File: config.mk
export PLATFORM = sky130hd
export DESIGN_NAME = nvm_command_register_interface
export DESIGN_NICKNAME = d
export VERILOG_FILES = /design/src/common/nvm_cmd_pkg.sv /design/src/hw/nvm_cmd_decode.sv /design/src/hw/nvm_command_register_interface.sv
export SDC_FILE = /design/constraint.sdc
export NUM_CORES = 1
export LEC_CHECK = 0
export BUFFER_PORTS_ARGS = -buffer_cell sky130_fd_sc_hd__buf_2
export CAP_MARGIN = 20
export CORE_ASPECT_RATIO = 1.25
export CORE_MARGIN = 8
export CORE_UTILIZATION = 40
export DETAILED_ROUTE_END_ITERATION = 6
export MAX_ROUTING_LAYER = met4
export PLACE_DENSITY = 0.75
export SYNTH_ARGS = -nofsm -noshare
export SYNTH_HDL_FRONTEND = slang
export SYNTH_HIERARCHICAL = 1
export SYNTH_SLANG_ARGS = --single-unit
File: constraint.sdc
create_clock -name clk -period 4.55 [get_ports clk]
set_input_delay 0.6825 -clock clk [delete_from_list [all_inputs] [get_ports clk]]
set_output_delay 0.6825 -clock clk [all_outputs]
set_load 0.05 [all_outputs]
File: src/common/nvm_cmd_pkg.sv
// Purpose: Shared constants and types for the nonvolatile memory command interface
// Assumes: 32-bit peripheral register bus with byte strobes, one system clock
// Notes:   Offsets are byte addresses; all registers occupy one aligned word

package nvm_cmd_pkg;

   // ==========================================================
   // Register offsets
   localparam logic [7:0] OFS_COMMAND_CONTROL    = 8'h00;
   localparam logic [7:0] OFS_CONTROLLER_CONFIG  = 8'h04;
   localparam logic [7:0] OFS_MEMORY_PARAMETERS  = 8'h08;
   localparam logic [7:0] OFS_IRQ_ENABLE_CLEAR   = 8'h0C;
   localparam logic [7:0] OFS_IRQ_ENABLE_SET     = 8'h10;
   localparam logic [7:0] OFS_IRQ_FLAGS          = 8'h14;
   localparam logic [7:0] OFS_CONTROLLER_STATE   = 8'h18;
   localparam logic [7:0] OFS_TARGET_LOCATION    = 8'h1C;
   localparam logic [7:0] OFS_REGION_LOCK_BITS   = 8'h20;

   // ==========================================================
   // Command control fields
   localparam int         CMD_LSB                = 0;
   localparam int         CMD_W                  = 7;
   localparam int         KEY_LSB                = 8;
   localparam int         KEY_W                  = 8;
   localparam logic [7:0] EXECUTION_KEY_VALUE    = 8'hA5;
   localparam logic [15:0] COMMAND_CONTROL_RESET = 16'h0000;

   // Command codes
   localparam logic [6:0] CODE_MAIN_ROW_ERASE    = 7'h02;
   localparam logic [6:0] CODE_PAGE_WRITE        = 7'h04;
   localparam logic [6:0] CODE_AUX_ROW_ERASE     = 7'h05;

   // ==========================================================
   // Controller config fields
   localparam logic [31:0] CONFIG_RESET          = 32'h0000_0080;
   localparam logic [31:0] CONFIG_WRITE_MASK     = 32'h0007_039E;
   localparam int          CFG_MANW_BIT          = 7;
   localparam int          CFG_WAIT_LSB          = 1;
   localparam int          CFG_SLEEP_LSB         = 8;
   localparam int          CFG_READMODE_LSB      = 16;
   localparam int          CFG_CACHEDIS_BIT      = 18;

   // ==========================================================
   // Irq and state bit positions
   localparam int         IRQ_READY_BIT          = 0;
   localparam int         IRQ_ERROR_BIT          = 1;
   localparam logic [1:0] IRQ_ENABLE_RESET       = 2'h0;
   localparam int         ST_PRM_BIT             = 0;
   localparam int         ST_LOAD_BIT            = 1;
   localparam int         ST_PROG_ERR_BIT        = 2;
   localparam int         ST_LOCK_ERR_BIT        = 3;
   localparam int         ST_NVME_BIT            = 4;
   localparam int         ST_SB_BIT              = 8;

   // ==========================================================
   // Location and parameter layout
   localparam int         LOCATION_W             = 22;
   localparam logic [21:0] LOCATION_RESET        = 22'h00_0000;
   localparam int         MEMORY_PARAMETERS_PSZ_LSB          = 16;
   localparam int         MEMORY_PARAMETERS_RWWEEP_LSB       = 20;
   localparam logic [15:0] LOCK_RESET            = 16'hFFFF;

   // ==========================================================
   // Types
   typedef enum logic [1:0] {
      OP_NONE       = 2'b00,
      OP_MAIN_ERASE = 2'b01,
      OP_PAGE_WRITE = 2'b10,
      OP_AUX_ERASE  = 2'b11
   } array_op_t;

   typedef enum logic [1:0] {
      SEQ_IDLE  = 2'b00,
      SEQ_PEND  = 2'b01,
      SEQ_START = 2'b10,
      SEQ_WAIT  = 2'b11
   } seq_state_t;

   typedef struct packed {
      logic        sel;
      logic        enable;
      logic        write;
      logic [7:0]  addr;
      logic [31:0] wdata;
      logic [3:0]  strb;
   } reg_req_t;

   typedef struct packed {
      logic        start;
      array_op_t   op;
      logic [21:0] location;
   } array_cmd_t;

   typedef struct packed {
      array_op_t   op;
      logic        lock_fail;
      logic        prog_fail;
   } decode_t;

endpackage : nvm_cmd_pkg

File: src/hw/nvm_cmd_decode.sv
// Purpose: Classifies a command code into an array operation or an error
// Assumes: Location is in 16-bit halfword units
// Notes:   Purely combinational; the caller registers the result

`timescale 1ns/1ps

module nvm_cmd_decode
   import nvm_cmd_pkg::*;
#(
   parameter int REGION_SHIFT  = 12,
   parameter int ROW_SHIFT     = 7,
   parameter logic [21:0] USER_ROW_LOCATION = 22'h00_0000
) (
   // Command and context
   input  wire logic [6:0]  code,
   input  wire logic [21:0] location,
   input  wire logic        security_set,
   input  wire logic [15:0] lock_bits,
   // Result
   output decode_t          result
);

   logic [3:0] region;

   // ==========================================================
   // Decode
   always_comb begin
      region = 4'(location >> REGION_SHIFT);
      result = '{op: OP_NONE, lock_fail: 1'b0, prog_fail: 1'b0};
      unique case (code)
         CODE_MAIN_ROW_ERASE: begin
            // A cleared lock bit marks the region locked
            if (!lock_bits[region]) begin
               result.lock_fail = 1'b1;
            end else begin
               result.op = OP_MAIN_ERASE;
            end
         end
         CODE_PAGE_WRITE: begin
            result.op = OP_PAGE_WRITE;
         end
         CODE_AUX_ROW_ERASE: begin
            if (security_set || ((location >> ROW_SHIFT) != (USER_ROW_LOCATION >> ROW_SHIFT))) begin
               result.prog_fail = 1'b1;
            end else begin
               result.op = OP_AUX_ERASE;
            end
         end
         default: begin
            result.op = OP_NONE;
         end
      endcase
   end

endmodule : nvm_cmd_decode

File: src/hw/nvm_command_register_interface.sv
// Purpose: Register map and command issue logic of a nonvolatile memory controller
// Assumes: Memory-bus and array signals are on clk; the array pulses done when an op ends
// Notes:   Register bus answers with no wait states; unmapped offsets give an error
//
// Behaviour
// - A command runs only when the key 0xA5 arrives in the same write.
// - Any other key value blocks the command and sets the programming error flag.
// - Issuing while a command is unfinished sets the programming error flag.
// - A memory-bus access in the command cycle is served first.
// - A deferred command starts once array and memory bus are idle.
// - Lowest key bit reads one until the command has been issued.
// - The target location counts 16-bit halfwords, not bytes.
// - Code 0x02 erases the main-array row holding the target location.
// - Code 0x04 programs the page buffer into the targeted page.
// - Code 0x05 erases the user configuration row, only with security clear.
// - Accesses of 8, 16 and 32 bits and their byte parts are accepted.
// - Enable-protected registers ignore writes while the module is enabled.
// - Ready flag stays low and memory bus stalls while programming runs.
// - Main row erase into a locked region is skipped and sets the lock error flag.

`timescale 1ns/1ps

module nvm_command_register_interface
   import nvm_cmd_pkg::*;
#(
   parameter int          REGION_SHIFT      = 12,
   parameter int          ROW_SHIFT         = 7,
   parameter logic [21:0] USER_ROW_LOCATION = 22'h00_0000,
   parameter logic [15:0] PAGE_COUNT        = 16'h0400,
   parameter logic [2:0]  PAGE_SIZE_CODE    = 3'h3,
   parameter logic [11:0] AUX_PAGE_COUNT    = 12'h020
) (
   // Clock, reset, enable
   input  wire logic        clk,
   input  wire logic        rst,
   input  wire logic        ce,
   // Peripheral register bus
   input  reg_req_t         req,
   output logic [31:0]      prdata,
   output logic             pready,
   output logic             pslverr,
   // Memory bus activity
   input  wire logic        mem_access,
   input  wire logic        mem_busy,
   input  wire logic        mem_addr_load,
   input  wire logic [21:0] mem_addr,
   output logic             mem_stall,
   // Memory array
   output array_cmd_t       array_cmd,
   input  wire logic        array_idle,
   input  wire logic        array_done,
   input  wire logic        array_fault,
   // Device context
   input  wire logic        module_enabled,
   input  wire logic        security_set,
   input  wire logic        page_loaded,
   output logic [31:0]      config_out
);

   // ==========================================================
   // State
   seq_state_t  state,       next_state;
   logic [6:0]  cmd,         next_cmd;
   logic [7:0]  key,         next_key;
   logic [31:0] cfg,         next_cfg;
   logic [1:0]  irq_en,      next_irq_en;
   logic        irq_err,     next_irq_err;
   logic        prog_err,    next_prog_err;
   logic        lock_err,    next_lock_err;
   logic        array_err,   next_array_err;
   logic [21:0] location,    next_location;
   logic [15:0] lock_bits;
   array_op_t   op_held,     next_op_held;
   logic [21:0] op_loc,      next_op_loc;
   logic [31:0] rdata,       next_rdata;
   logic        rerr,        next_rerr;

   logic        access;
   logic        wr;
   logic        mapped;
   logic [31:0] wmask;
   logic        cmd_write;
   logic        key_ok;
   logic [6:0]  cmd_new;
   logic        set_prog;
   logic        set_lock;
   logic [15:0] state_word;
   logic [31:0] read_word;
   decode_t     dec;

   // ==========================================================
   // Bus decode
   assign access = req.sel && req.enable;
   assign wr     = access && req.write;
   assign pready = 1'b1;

   // Byte strobes widen to a bit mask so any lane mix works
   always_comb begin
      for (int i = 0; i < 4; i++) begin
         wmask[i*8 +: 8] = {8{req.strb[i]}};
      end
   end

   always_comb begin
      unique case (req.addr)
         OFS_COMMAND_CONTROL, OFS_CONTROLLER_CONFIG, OFS_MEMORY_PARAMETERS,
         OFS_IRQ_ENABLE_CLEAR, OFS_IRQ_ENABLE_SET, OFS_IRQ_FLAGS,
         OFS_CONTROLLER_STATE, OFS_TARGET_LOCATION, OFS_REGION_LOCK_BITS: mapped = 1'b1;
         default: mapped = 1'b0;
      endcase
   end

   // ==========================================================
   // Command acceptance
   // Only a write touching the key byte can issue; without the command byte the stored code is used
   assign cmd_write = wr && (req.addr == OFS_COMMAND_CONTROL) && req.strb[1];
   assign key_ok    = req.wdata[KEY_LSB +: KEY_W] == EXECUTION_KEY_VALUE;
   assign cmd_new   = req.strb[0] ? req.wdata[CMD_LSB +: CMD_W] : cmd;

   nvm_cmd_decode #(
      .REGION_SHIFT      (REGION_SHIFT),
      .ROW_SHIFT         (ROW_SHIFT),
      .USER_ROW_LOCATION (USER_ROW_LOCATION)
   ) u_decode (
      .code         (cmd_new),
      .location     (location),
      .security_set (security_set),
      .lock_bits    (lock_bits),
      .result       (dec)
   );

   always_comb begin
      set_prog = 1'b0;
      set_lock = 1'b0;
      if (cmd_write) begin
         if (!key_ok) begin
            set_prog = 1'b1;
         end else if (state != SEQ_IDLE) begin
            set_prog = 1'b1;
         end else begin
            set_prog = dec.prog_fail;
            set_lock = dec.lock_fail;
         end
      end
   end

   // ==========================================================
   // Sequencer
   always_comb begin
      next_state   = state;
      next_op_held = op_held;
      next_op_loc  = op_loc;
      unique case (state)
         SEQ_IDLE: begin
            if (cmd_write && key_ok && !dec.prog_fail && !dec.lock_fail && dec.op != OP_NONE) begin
               next_op_held = dec.op;
               next_op_loc  = location;
               next_state   = SEQ_PEND;
            end
         end
         SEQ_PEND: begin
            // Memory-bus traffic keeps priority; wait for it and the array to go quiet
            if (!mem_access && !mem_busy && array_idle) begin
               next_state = SEQ_START;
            end
         end
         SEQ_START: begin
            next_state = SEQ_WAIT;
         end
         SEQ_WAIT: begin
            if (array_done) begin
               next_state   = SEQ_IDLE;
               next_op_held = OP_NONE;
            end
         end
      endcase
   end

   assign array_cmd = '{start: state == SEQ_START, op: op_held, location: op_loc};
   assign mem_stall = (state == SEQ_START) || (state == SEQ_WAIT);

   // ==========================================================
   // Register writes
   always_comb begin
      next_cmd       = cmd;
      next_key       = key;
      next_cfg       = cfg;
      next_irq_en    = irq_en;
      next_location  = location;
      next_prog_err  = prog_err;
      next_lock_err  = lock_err;
      next_array_err = array_err;
      next_irq_err   = irq_err;
      if (wr) begin
         unique case (req.addr)
            OFS_COMMAND_CONTROL: begin
               if (req.strb[0]) begin
                  next_cmd = req.wdata[CMD_LSB +: CMD_W];
               end
               if (req.strb[1]) begin
                  next_key = req.wdata[KEY_LSB +: KEY_W];
               end
            end
            OFS_CONTROLLER_CONFIG: begin
               if (!module_enabled) begin
                  next_cfg = (cfg & ~(wmask & CONFIG_WRITE_MASK)) | (req.wdata & wmask & CONFIG_WRITE_MASK);
               end
            end
            OFS_IRQ_ENABLE_CLEAR: begin
               if (req.strb[0]) begin
                  next_irq_en = irq_en & ~req.wdata[1:0];
               end
            end
            OFS_IRQ_ENABLE_SET: begin
               if (req.strb[0]) begin
                  next_irq_en = irq_en | req.wdata[1:0];
               end
            end
            OFS_IRQ_FLAGS: begin
               if (req.strb[0] && req.wdata[IRQ_ERROR_BIT]) begin
                  next_irq_err = 1'b0;
               end
            end
            OFS_CONTROLLER_STATE: begin
               if (req.strb[0]) begin
                  next_prog_err  = prog_err  & ~req.wdata[ST_PROG_ERR_BIT];
                  next_lock_err  = lock_err  & ~req.wdata[ST_LOCK_ERR_BIT];
                  next_array_err = array_err & ~req.wdata[ST_NVME_BIT];
               end
            end
            OFS_TARGET_LOCATION: begin
               next_location = (location & ~wmask[21:0]) | (req.wdata[21:0] & wmask[21:0]);
            end
            default: begin
            end
         endcase
      end
      // Memory-bus page loads record their halfword location
      if (mem_addr_load) begin
         next_location = mem_addr;
      end
      // Hardware sets win over a clear in the same cycle
      if (set_prog) begin
         next_prog_err = 1'b1;
      end
      if (set_lock) begin
         next_lock_err = 1'b1;
      end
      if (array_fault && state == SEQ_WAIT) begin
         next_array_err = 1'b1;
      end
      if (set_prog || set_lock) begin
         next_irq_err = 1'b1;
      end
   end

   // ==========================================================
   // Read path
   always_comb begin
      state_word               = 16'h0000;
      state_word[ST_LOAD_BIT]  = page_loaded;
      state_word[ST_PROG_ERR_BIT] = prog_err;
      state_word[ST_LOCK_ERR_BIT] = lock_err;
      state_word[ST_NVME_BIT]  = array_err;
      state_word[ST_SB_BIT]    = security_set;
      read_word                = 32'h0000_0000;
      unique case (req.addr)
         OFS_COMMAND_CONTROL: begin
            read_word[CMD_LSB +: CMD_W] = cmd;
            read_word[KEY_LSB +: KEY_W] = key;
            // Shows one while a keyed command waits to be issued
            if (state == SEQ_PEND) begin
               read_word[KEY_LSB] = 1'b1;
            end
         end
         OFS_CONTROLLER_CONFIG: read_word = cfg;
         OFS_MEMORY_PARAMETERS: begin
            read_word[15:0]                   = PAGE_COUNT;
            read_word[MEMORY_PARAMETERS_PSZ_LSB +: 3]     = PAGE_SIZE_CODE;
            read_word[MEMORY_PARAMETERS_RWWEEP_LSB +: 12] = AUX_PAGE_COUNT;
         end
         OFS_IRQ_ENABLE_CLEAR, OFS_IRQ_ENABLE_SET: read_word[1:0] = irq_en;
         OFS_IRQ_FLAGS: begin
            read_word[IRQ_READY_BIT] = (state == SEQ_IDLE);
            read_word[IRQ_ERROR_BIT] = irq_err;
         end
         OFS_CONTROLLER_STATE: read_word[15:0] = state_word;
         OFS_TARGET_LOCATION:  read_word[21:0] = location;
         OFS_REGION_LOCK_BITS: read_word[15:0] = lock_bits;
         default: read_word = 32'h0000_0000;
      endcase
      next_rdata = rdata;
      next_rerr  = 1'b0;
      if (access) begin
         next_rdata = req.write ? rdata : read_word;
         next_rerr  = !mapped;
      end
   end

   // Read data and error come from flops, so they stand one cycle after the access
   assign prdata     = rdata;
   assign pslverr    = rerr;
   assign config_out = cfg;
   // Lock commands are not handled here, so the lock bits stay at reset
   assign lock_bits  = LOCK_RESET;

   // ==========================================================
   // Registers
   always_ff @(posedge clk or posedge rst) begin
      if (rst) begin
         state     <= SEQ_IDLE;
         cmd       <= COMMAND_CONTROL_RESET[CMD_LSB +: CMD_W];
         key       <= COMMAND_CONTROL_RESET[KEY_LSB +: KEY_W];
         cfg       <= CONFIG_RESET;
         irq_en    <= IRQ_ENABLE_RESET;
         irq_err   <= 1'b0;
         prog_err  <= 1'b0;
         lock_err  <= 1'b0;
         array_err <= 1'b0;
         location  <= LOCATION_RESET;
         op_held   <= OP_NONE;
         op_loc    <= LOCATION_RESET;
         rdata     <= 32'h0000_0000;
         rerr      <= 1'b0;
      end else if (ce) begin
         state     <= next_state;
         cmd       <= next_cmd;
         key       <= next_key;
         cfg       <= next_cfg;
         irq_en    <= next_irq_en;
         irq_err   <= next_irq_err;
         prog_err  <= next_prog_err;
         lock_err  <= next_lock_err;
         array_err <= next_array_err;
         location  <= next_location;
         op_held   <= next_op_held;
         op_loc    <= next_op_loc;
         rdata     <= next_rdata;
         rerr      <= next_rerr;
      end
   end

endmodule : nvm_command_register_interface

== Word level (Yosys, flattened, before mapping) ==
Memories as Yosys holds them, arrays and structs flattened.
Cells that the tools add are included.

* Reduce and logical (&&, ||, !) cells: 56
* Multipliers: 0
* Div/mod/pow operators: 0
* Order comparisons: 1
* Add/subtract/negate cells: 0
* Bitwise logic cells: 19
* Shifts and indexed selects: 0
* Eq/ne operators: 20
* Mux-type cells: 54

{| class="wikitable"
|+ Operators with widths
! cell !! number
|-
| $mux 22 || 3
|-
| $pmux 8 s6 || 1
|-
| $and 22x22->22 || 2
|-
| $reduce_bool 2->1 || 18
|-
| $and 32x32->32 || 1
|-
| $eq 8x5->1 const B || 4
|-
| $not 19->32 || 1
|-
| $or 32x19->32 || 1
|-
| $reduce_and 4->1 || 8
|-
| $mux 1 || 31
|-
| $pmux 5 s5 || 1
|-
| $not 22->22 || 1
|-
| $or 22x22->22 || 1
|-
| $reduce_bool 22->1 || 1
|-
| $pmux 10 s2 || 1
|-
| $and 19x19->19 || 1
|-
| $eq 8x4->1 const B || 2
|-
| $eq 7x3->1 const B || 2
|-
| $mux 2 || 7
|-
| $pmux 2 s7 || 1
|-
| $logic_and 1x1->1 || 12
|-
| $pmux 2 s2 || 3
|-
| $reduce_and 3->1 || 4
|-
| $ne 2x2->1 const B || 5
|-
| other kinds (25) || 38
|}

* Input port bits: 81
* Logic and storage cells: 165
* Memory bits (read-only): 16
* Memories: 1
* Output and inout port bits: 92
* Bits in writable memories: 0
* Flip-flop bits (word level): 134
* Bits in latches: 0

{| class="wikitable"
|+ Memories
! memory !! words !! width !! rd ports !! clocked after memory_dff !! write ports !! RTL line !! text
|-
| (no name shown) || 16 || 1 || 1 || 0 || 0 || nvm_cmd_decode.sv:33 || <nowiki>if (!lock_bits[region]) begin</nowiki>
|}

== Longest topological paths before layout ==
* Word-level depth: 10
* Depth in mapped cells: 13
* Depth with buffers taken out: 11

== Modules after synthesis ==
Netlist, hierarchy kept.

{| class="wikitable"
|+ Modules (own cells, without submodules)
! module !! sequential area each (µm²) !! instances !! area each (µm²) !! cells an instance
|-
| nvm_command_register_interface || 2,578.7 || 1 || 5,228.8 || 511
|-
| nvm_cmd_decode || 0.0 || 1 || 260.2 || 28
|}

== Worst setup path before layout ==
No wires, ideal clock.

* Path type: input-to-reg
* Start point: input req[0] (netlist name)
* End point: register state[1]
* Required time: 4,422 ps
* Path buffers: 1
* Arrival time: 2,980 ps
* Setup time: 128 ps
* Setup slack: 1,442 ps
* Stages: 11
* Cells stage by stage: clkbuf_1 o21ai_0 nor4_1 nand3_1 or3_1 nand4_1 nor2_1 nor3_1 nand4_1 a221o_1 mux2_1

{| class="wikitable"
|+ RTL lines
! element !! RTL line !! text
|-
| start, declared || nvm_command_register_interface.sv:38 || <nowiki>input reg_req_t req,</nowiki>
|-
| end signal, assigned || nvm_command_register_interface.sv:326 || <nowiki>state <= next_state;</nowiki>
|-
| end, declared || nvm_command_register_interface.sv:62 || <nowiki>seq_state_t state, next_state;</nowiki>
|}

==> impl_metrics.csv <==
group,metric,value,unit
sta,fmax,295,MHz
floorplanning,initial_core_util,40.3,%
route,ant_nets,0,
final_layout,mostFrequentLayoutCell,"buf_2",
cts,cts.hold.buffers_added,0,
global_routing,grt.total_usage,18.7,%
sta,slew_headroom,35.9,%
placement,place_hpwl,12400,um
route,via_count,4619,
route,drt_drc_violations_left,0,
power,power.share.sequential,43.4,%
run,maxCapViolCount,0,
cts,cts_tree,"done",
cts,htreeDepth,3,
yosys,seq_area_frac_synth,47.0,%
worst_setup_path,slowest_stage,"nor4_1",
global_routing,grt_pass1_vias,4617,
final_layout,postLayoutCoreUtil,48.2,%
floorplanning,rows,48,
sta,skew,0.00861,ns
worst_setup_path,critPathLaunchType,"input port",
final_layout,area_delta_synth_final,19.7,%
route,wirelength,16300,um
worst_setup_path,worst-setup-path-type,"input port to register",
cts,post_cts_buffers,0,
final_layout,post-route-cell-area,6570,sq um
route,wl_per_cell,19.2,um
power,switchingPower,0.713,mW
sta,period_needed,3.39,ns
sta,slew_violations,0,
cts,cts.sinks,103,
run_status,run_status,"finished, final reports clean",
global_routing,grt_pass1_wl,25000,um
power,p_int,1.64,mW
cts,cts.repair.resized,0,
yosys,async_flop_share,100,%
power,swShare,30.3,%
final_layout,drive_gt1_share,30.9,%
sta,fin_setup_tns,0,ns
floorplanning,fp.dieW,121,um
worst_setup_path,worstPathRequired,4.78,ns
sta,setup_viol,0,
floorplanning,die_h,147,um
power,pwr-share-clk,38.7,%
power,p_leak,3.29,nW
final_layout,fillers,1265,
global_routing,grt_max_degree,78,
placement,gp_congestion,0.883,
sta,finalHoldViolCount,0,
yosys,synthCells,539,
placement,port_buffers,129,
cts,path_clk_slew,0.07,ns
power,power_frac_comb,18.0,%
cts,clk_path_buf_depth,2,
floorplanning,core,13600,sq um
route,via_per_inst,5.42,
worst_setup_path,cpMostUsedCell,"nand4_1",
yosys,ys_types,59,
final_layout,nets,757,
floorplanning,io_pins,173,
final_layout,mostFrequentLayoutCells,"buf_2 (129), dfrtp_1 (102), nand2_1 (56), nor2_1 (48), conb_1 (48)",
cts,clk_latency,0.35,ns
worst_setup_path,endpoint_kind,"register",
yosys,synth_edf_count,0,
worst_setup_path,slowest_delay,0.62,ns
yosys,ys_warn_count,6,
worst_setup_path,path_cells,"buf_2 > nand2_1 > o21ai_0 > nor4_1 > nand3_1 > or3_1 > nand4_1 > nor2_1 > nor3_1 > nand4_1 > a221o_1 > mux2_1",
placement,detailed_place.area,6210,sq um
global_routing,grt-ovfl-total,0,
yosys,netlist_area,5490,sq um
global_routing,antenna_found_initial,1,
worst_setup_path,cp_max_fo,16,
route,drt_iter0_drc,195,
worst_setup_path,critPathArrivalTime,3.62,ns
sta,worstMarginPinSlew,0.961,ns
yosys,syn_area_per_cell,10.2,sq um
cts,cts_root_buf,"clkbuf_16",
cts,cts_buffers,9,
yosys,synth_flop_cell,"dfrtp_1",
sta,post-route-period-util,74.6,%
sta,rsz0062_at_grt,"false",
power,ir_drop,0.219,mV
yosys,ys_seq_elements,103,
worst_hold_path,hp-class,"register to register",
route,firstDrtPassIters,5,
floorplanning,die-area,17800,sq um
power,power_density,358,nW/um^2
cells in the mapped netlist (2+ instances only):
cell | instances | area [sq um]
a21oi_1 | 40 | 200
a221oi_1 | 13 | 114
a22o_1 | 4 | 35.0
a22oi_1 | 5 | 37.5
a32o_1 | 4 | 40.0
and3_1 | 4 | 25.0
and4_1 | 3 | 26.3
buf_2 | 6 | 30.0
buf_4 | 34 | 255
clkbuf_1 | 21 | 78.8
conb_1 | 2 | 7.51
dfrtp_1 | 102 | 2550
ha_1 | 5 | 62.6
inv_1 | 14 | 52.6
mux2_2 | 45 | 507
mux2i_1 | 17 | 170
mux4_1 | 4 | 105
nand2_1 | 56 | 210
nand2b_1 | 4 | 25.0
nand3_1 | 8 | 40.0
nand3b_1 | 4 | 30.0
nand4_1 | 5 | 31.3
nand4b_1 | 2 | 17.5
nor2_1 | 48 | 180
nor2b_1 | 3 | 18.8
nor3_1 | 4 | 20.0
nor4_1 | 5 | 31.3
nor4b_1 | 2 | 17.5
o21ai_0 | 34 | 170
o2bb2ai_1 | 2 | 17.5
o31ai_1 | 5 | 37.5
o41ai_1 | 2 | 17.5
or2_2 | 3 | 18.8
or3_1 | 2 | 12.5
or4bb_1 | 3 | 33.8
path summary, 6_finish.rpt:
kind / from / end / slack, ns / cells past startpoint
hold / removal: prdata[19]$_DFFE_PP0P_ / prdata[19]$_DFFE_PP0P_ / 0.46 / 2
setup reg to reg: cmd[3]$_DFFE_PP0P_ / state[1]$_DFFE_PP0P_ / 1.36 / 11
setup / recovery: req[0] / state[1]$_DFFE_PP0P_ / 1.16 / 12
min in group asynchronous: rst / prdata[10]$_DFFE_PP0P_ / 0.54 / 2
hold reg to reg: prdata[19]$_DFFE_PP0P_ / prdata[19]$_DFFE_PP0P_ / 0.46 / 2
max in group asynchronous: rst / asynchronous set/reset pin / 3.04 / 3
worst max-delay path: cells and delay by family:
family / cells / cell delay, ns
buffers and inverters: 1 / 0.19
AND/OR/NAND/NOR: 8 / 1.93
AO/OA/AOI/OAI: 2 / 0.50
multiplexers: 1 / 0.32
final cells by class:
cell class | count | area, sq um | area share [%]
Tap cell | 175 | 219 | 3.33
Antenna cell | 1 | 2.50 | 0.0381
Inverter | 14 | 55.1 | 0.838
Clock buffer | 9 | 225 | 3.43
Multi-Input combinational cell | 406 | 2660 | 40.4
Timing Repair Buffer | 137 | 706 | 10.7
Sequential cell | 103 | 2580 | 39.2
Clock inverter | 7 | 129 | 1.96
power groups by stage:
stage               registers (mW)  logic, mW  clock network [mW]
detailed placement            1.04      0.420                   0
global placement              1.03      0.413                   0
global route                  1.02      0.458               0.959
floorplan                     1.03      0.327                   0
finish                        1.02      0.423               0.909
CTS                           1.02      0.421               0.926
metrics by stage:
stage | power, mW | hold slack (ns) | cells | setup slack, ns
after floorplan | 1.36 | 0.454 | 585 | 1.17
after global placement | 1.45 | 0.447 | 835 | 0.908
after detailed placement | 1.46 | 0.451 | 835 | 0.811
after CTS | 2.36 | 0.468 | 851 | 1.18
after global routing | 2.44 | 0.488 | 852 | 0.977
final | 2.35 | 0.465 | 852 | 1.16
per-layer routing:
layer / share of wire [%] / vias up / wire [um] / GRT usage [%]
li1: - / 2141 / - / -
met1: 39 / 2228 / 6430 / 20.5
met2: 51 / 205 / 8310 / 32.1
met3: 6.2 / 45 / 1010 / 3.42
met4: 3.6 / 0 / 584 / 8.64
met5: 0 / - / 0 / -
cell families (layout without fill, tap and decap cells):
family	count (synthesis)	after routing	synth area share, %
other	2	49	0.137
adder cells (fa/ha/maj)	5	5	1.14
multiplexers	67	67	14.5
flip-flops	103	103	47.0
XOR/XNOR	2	2	0.319
AO/OA/AOI/OAI	118	118	13.5
AND/OR/NAND/NOR	166	166	15.6
buffers and inverters	76	167	7.80
No activity file was read; power rests on OpenSTA's default activity.
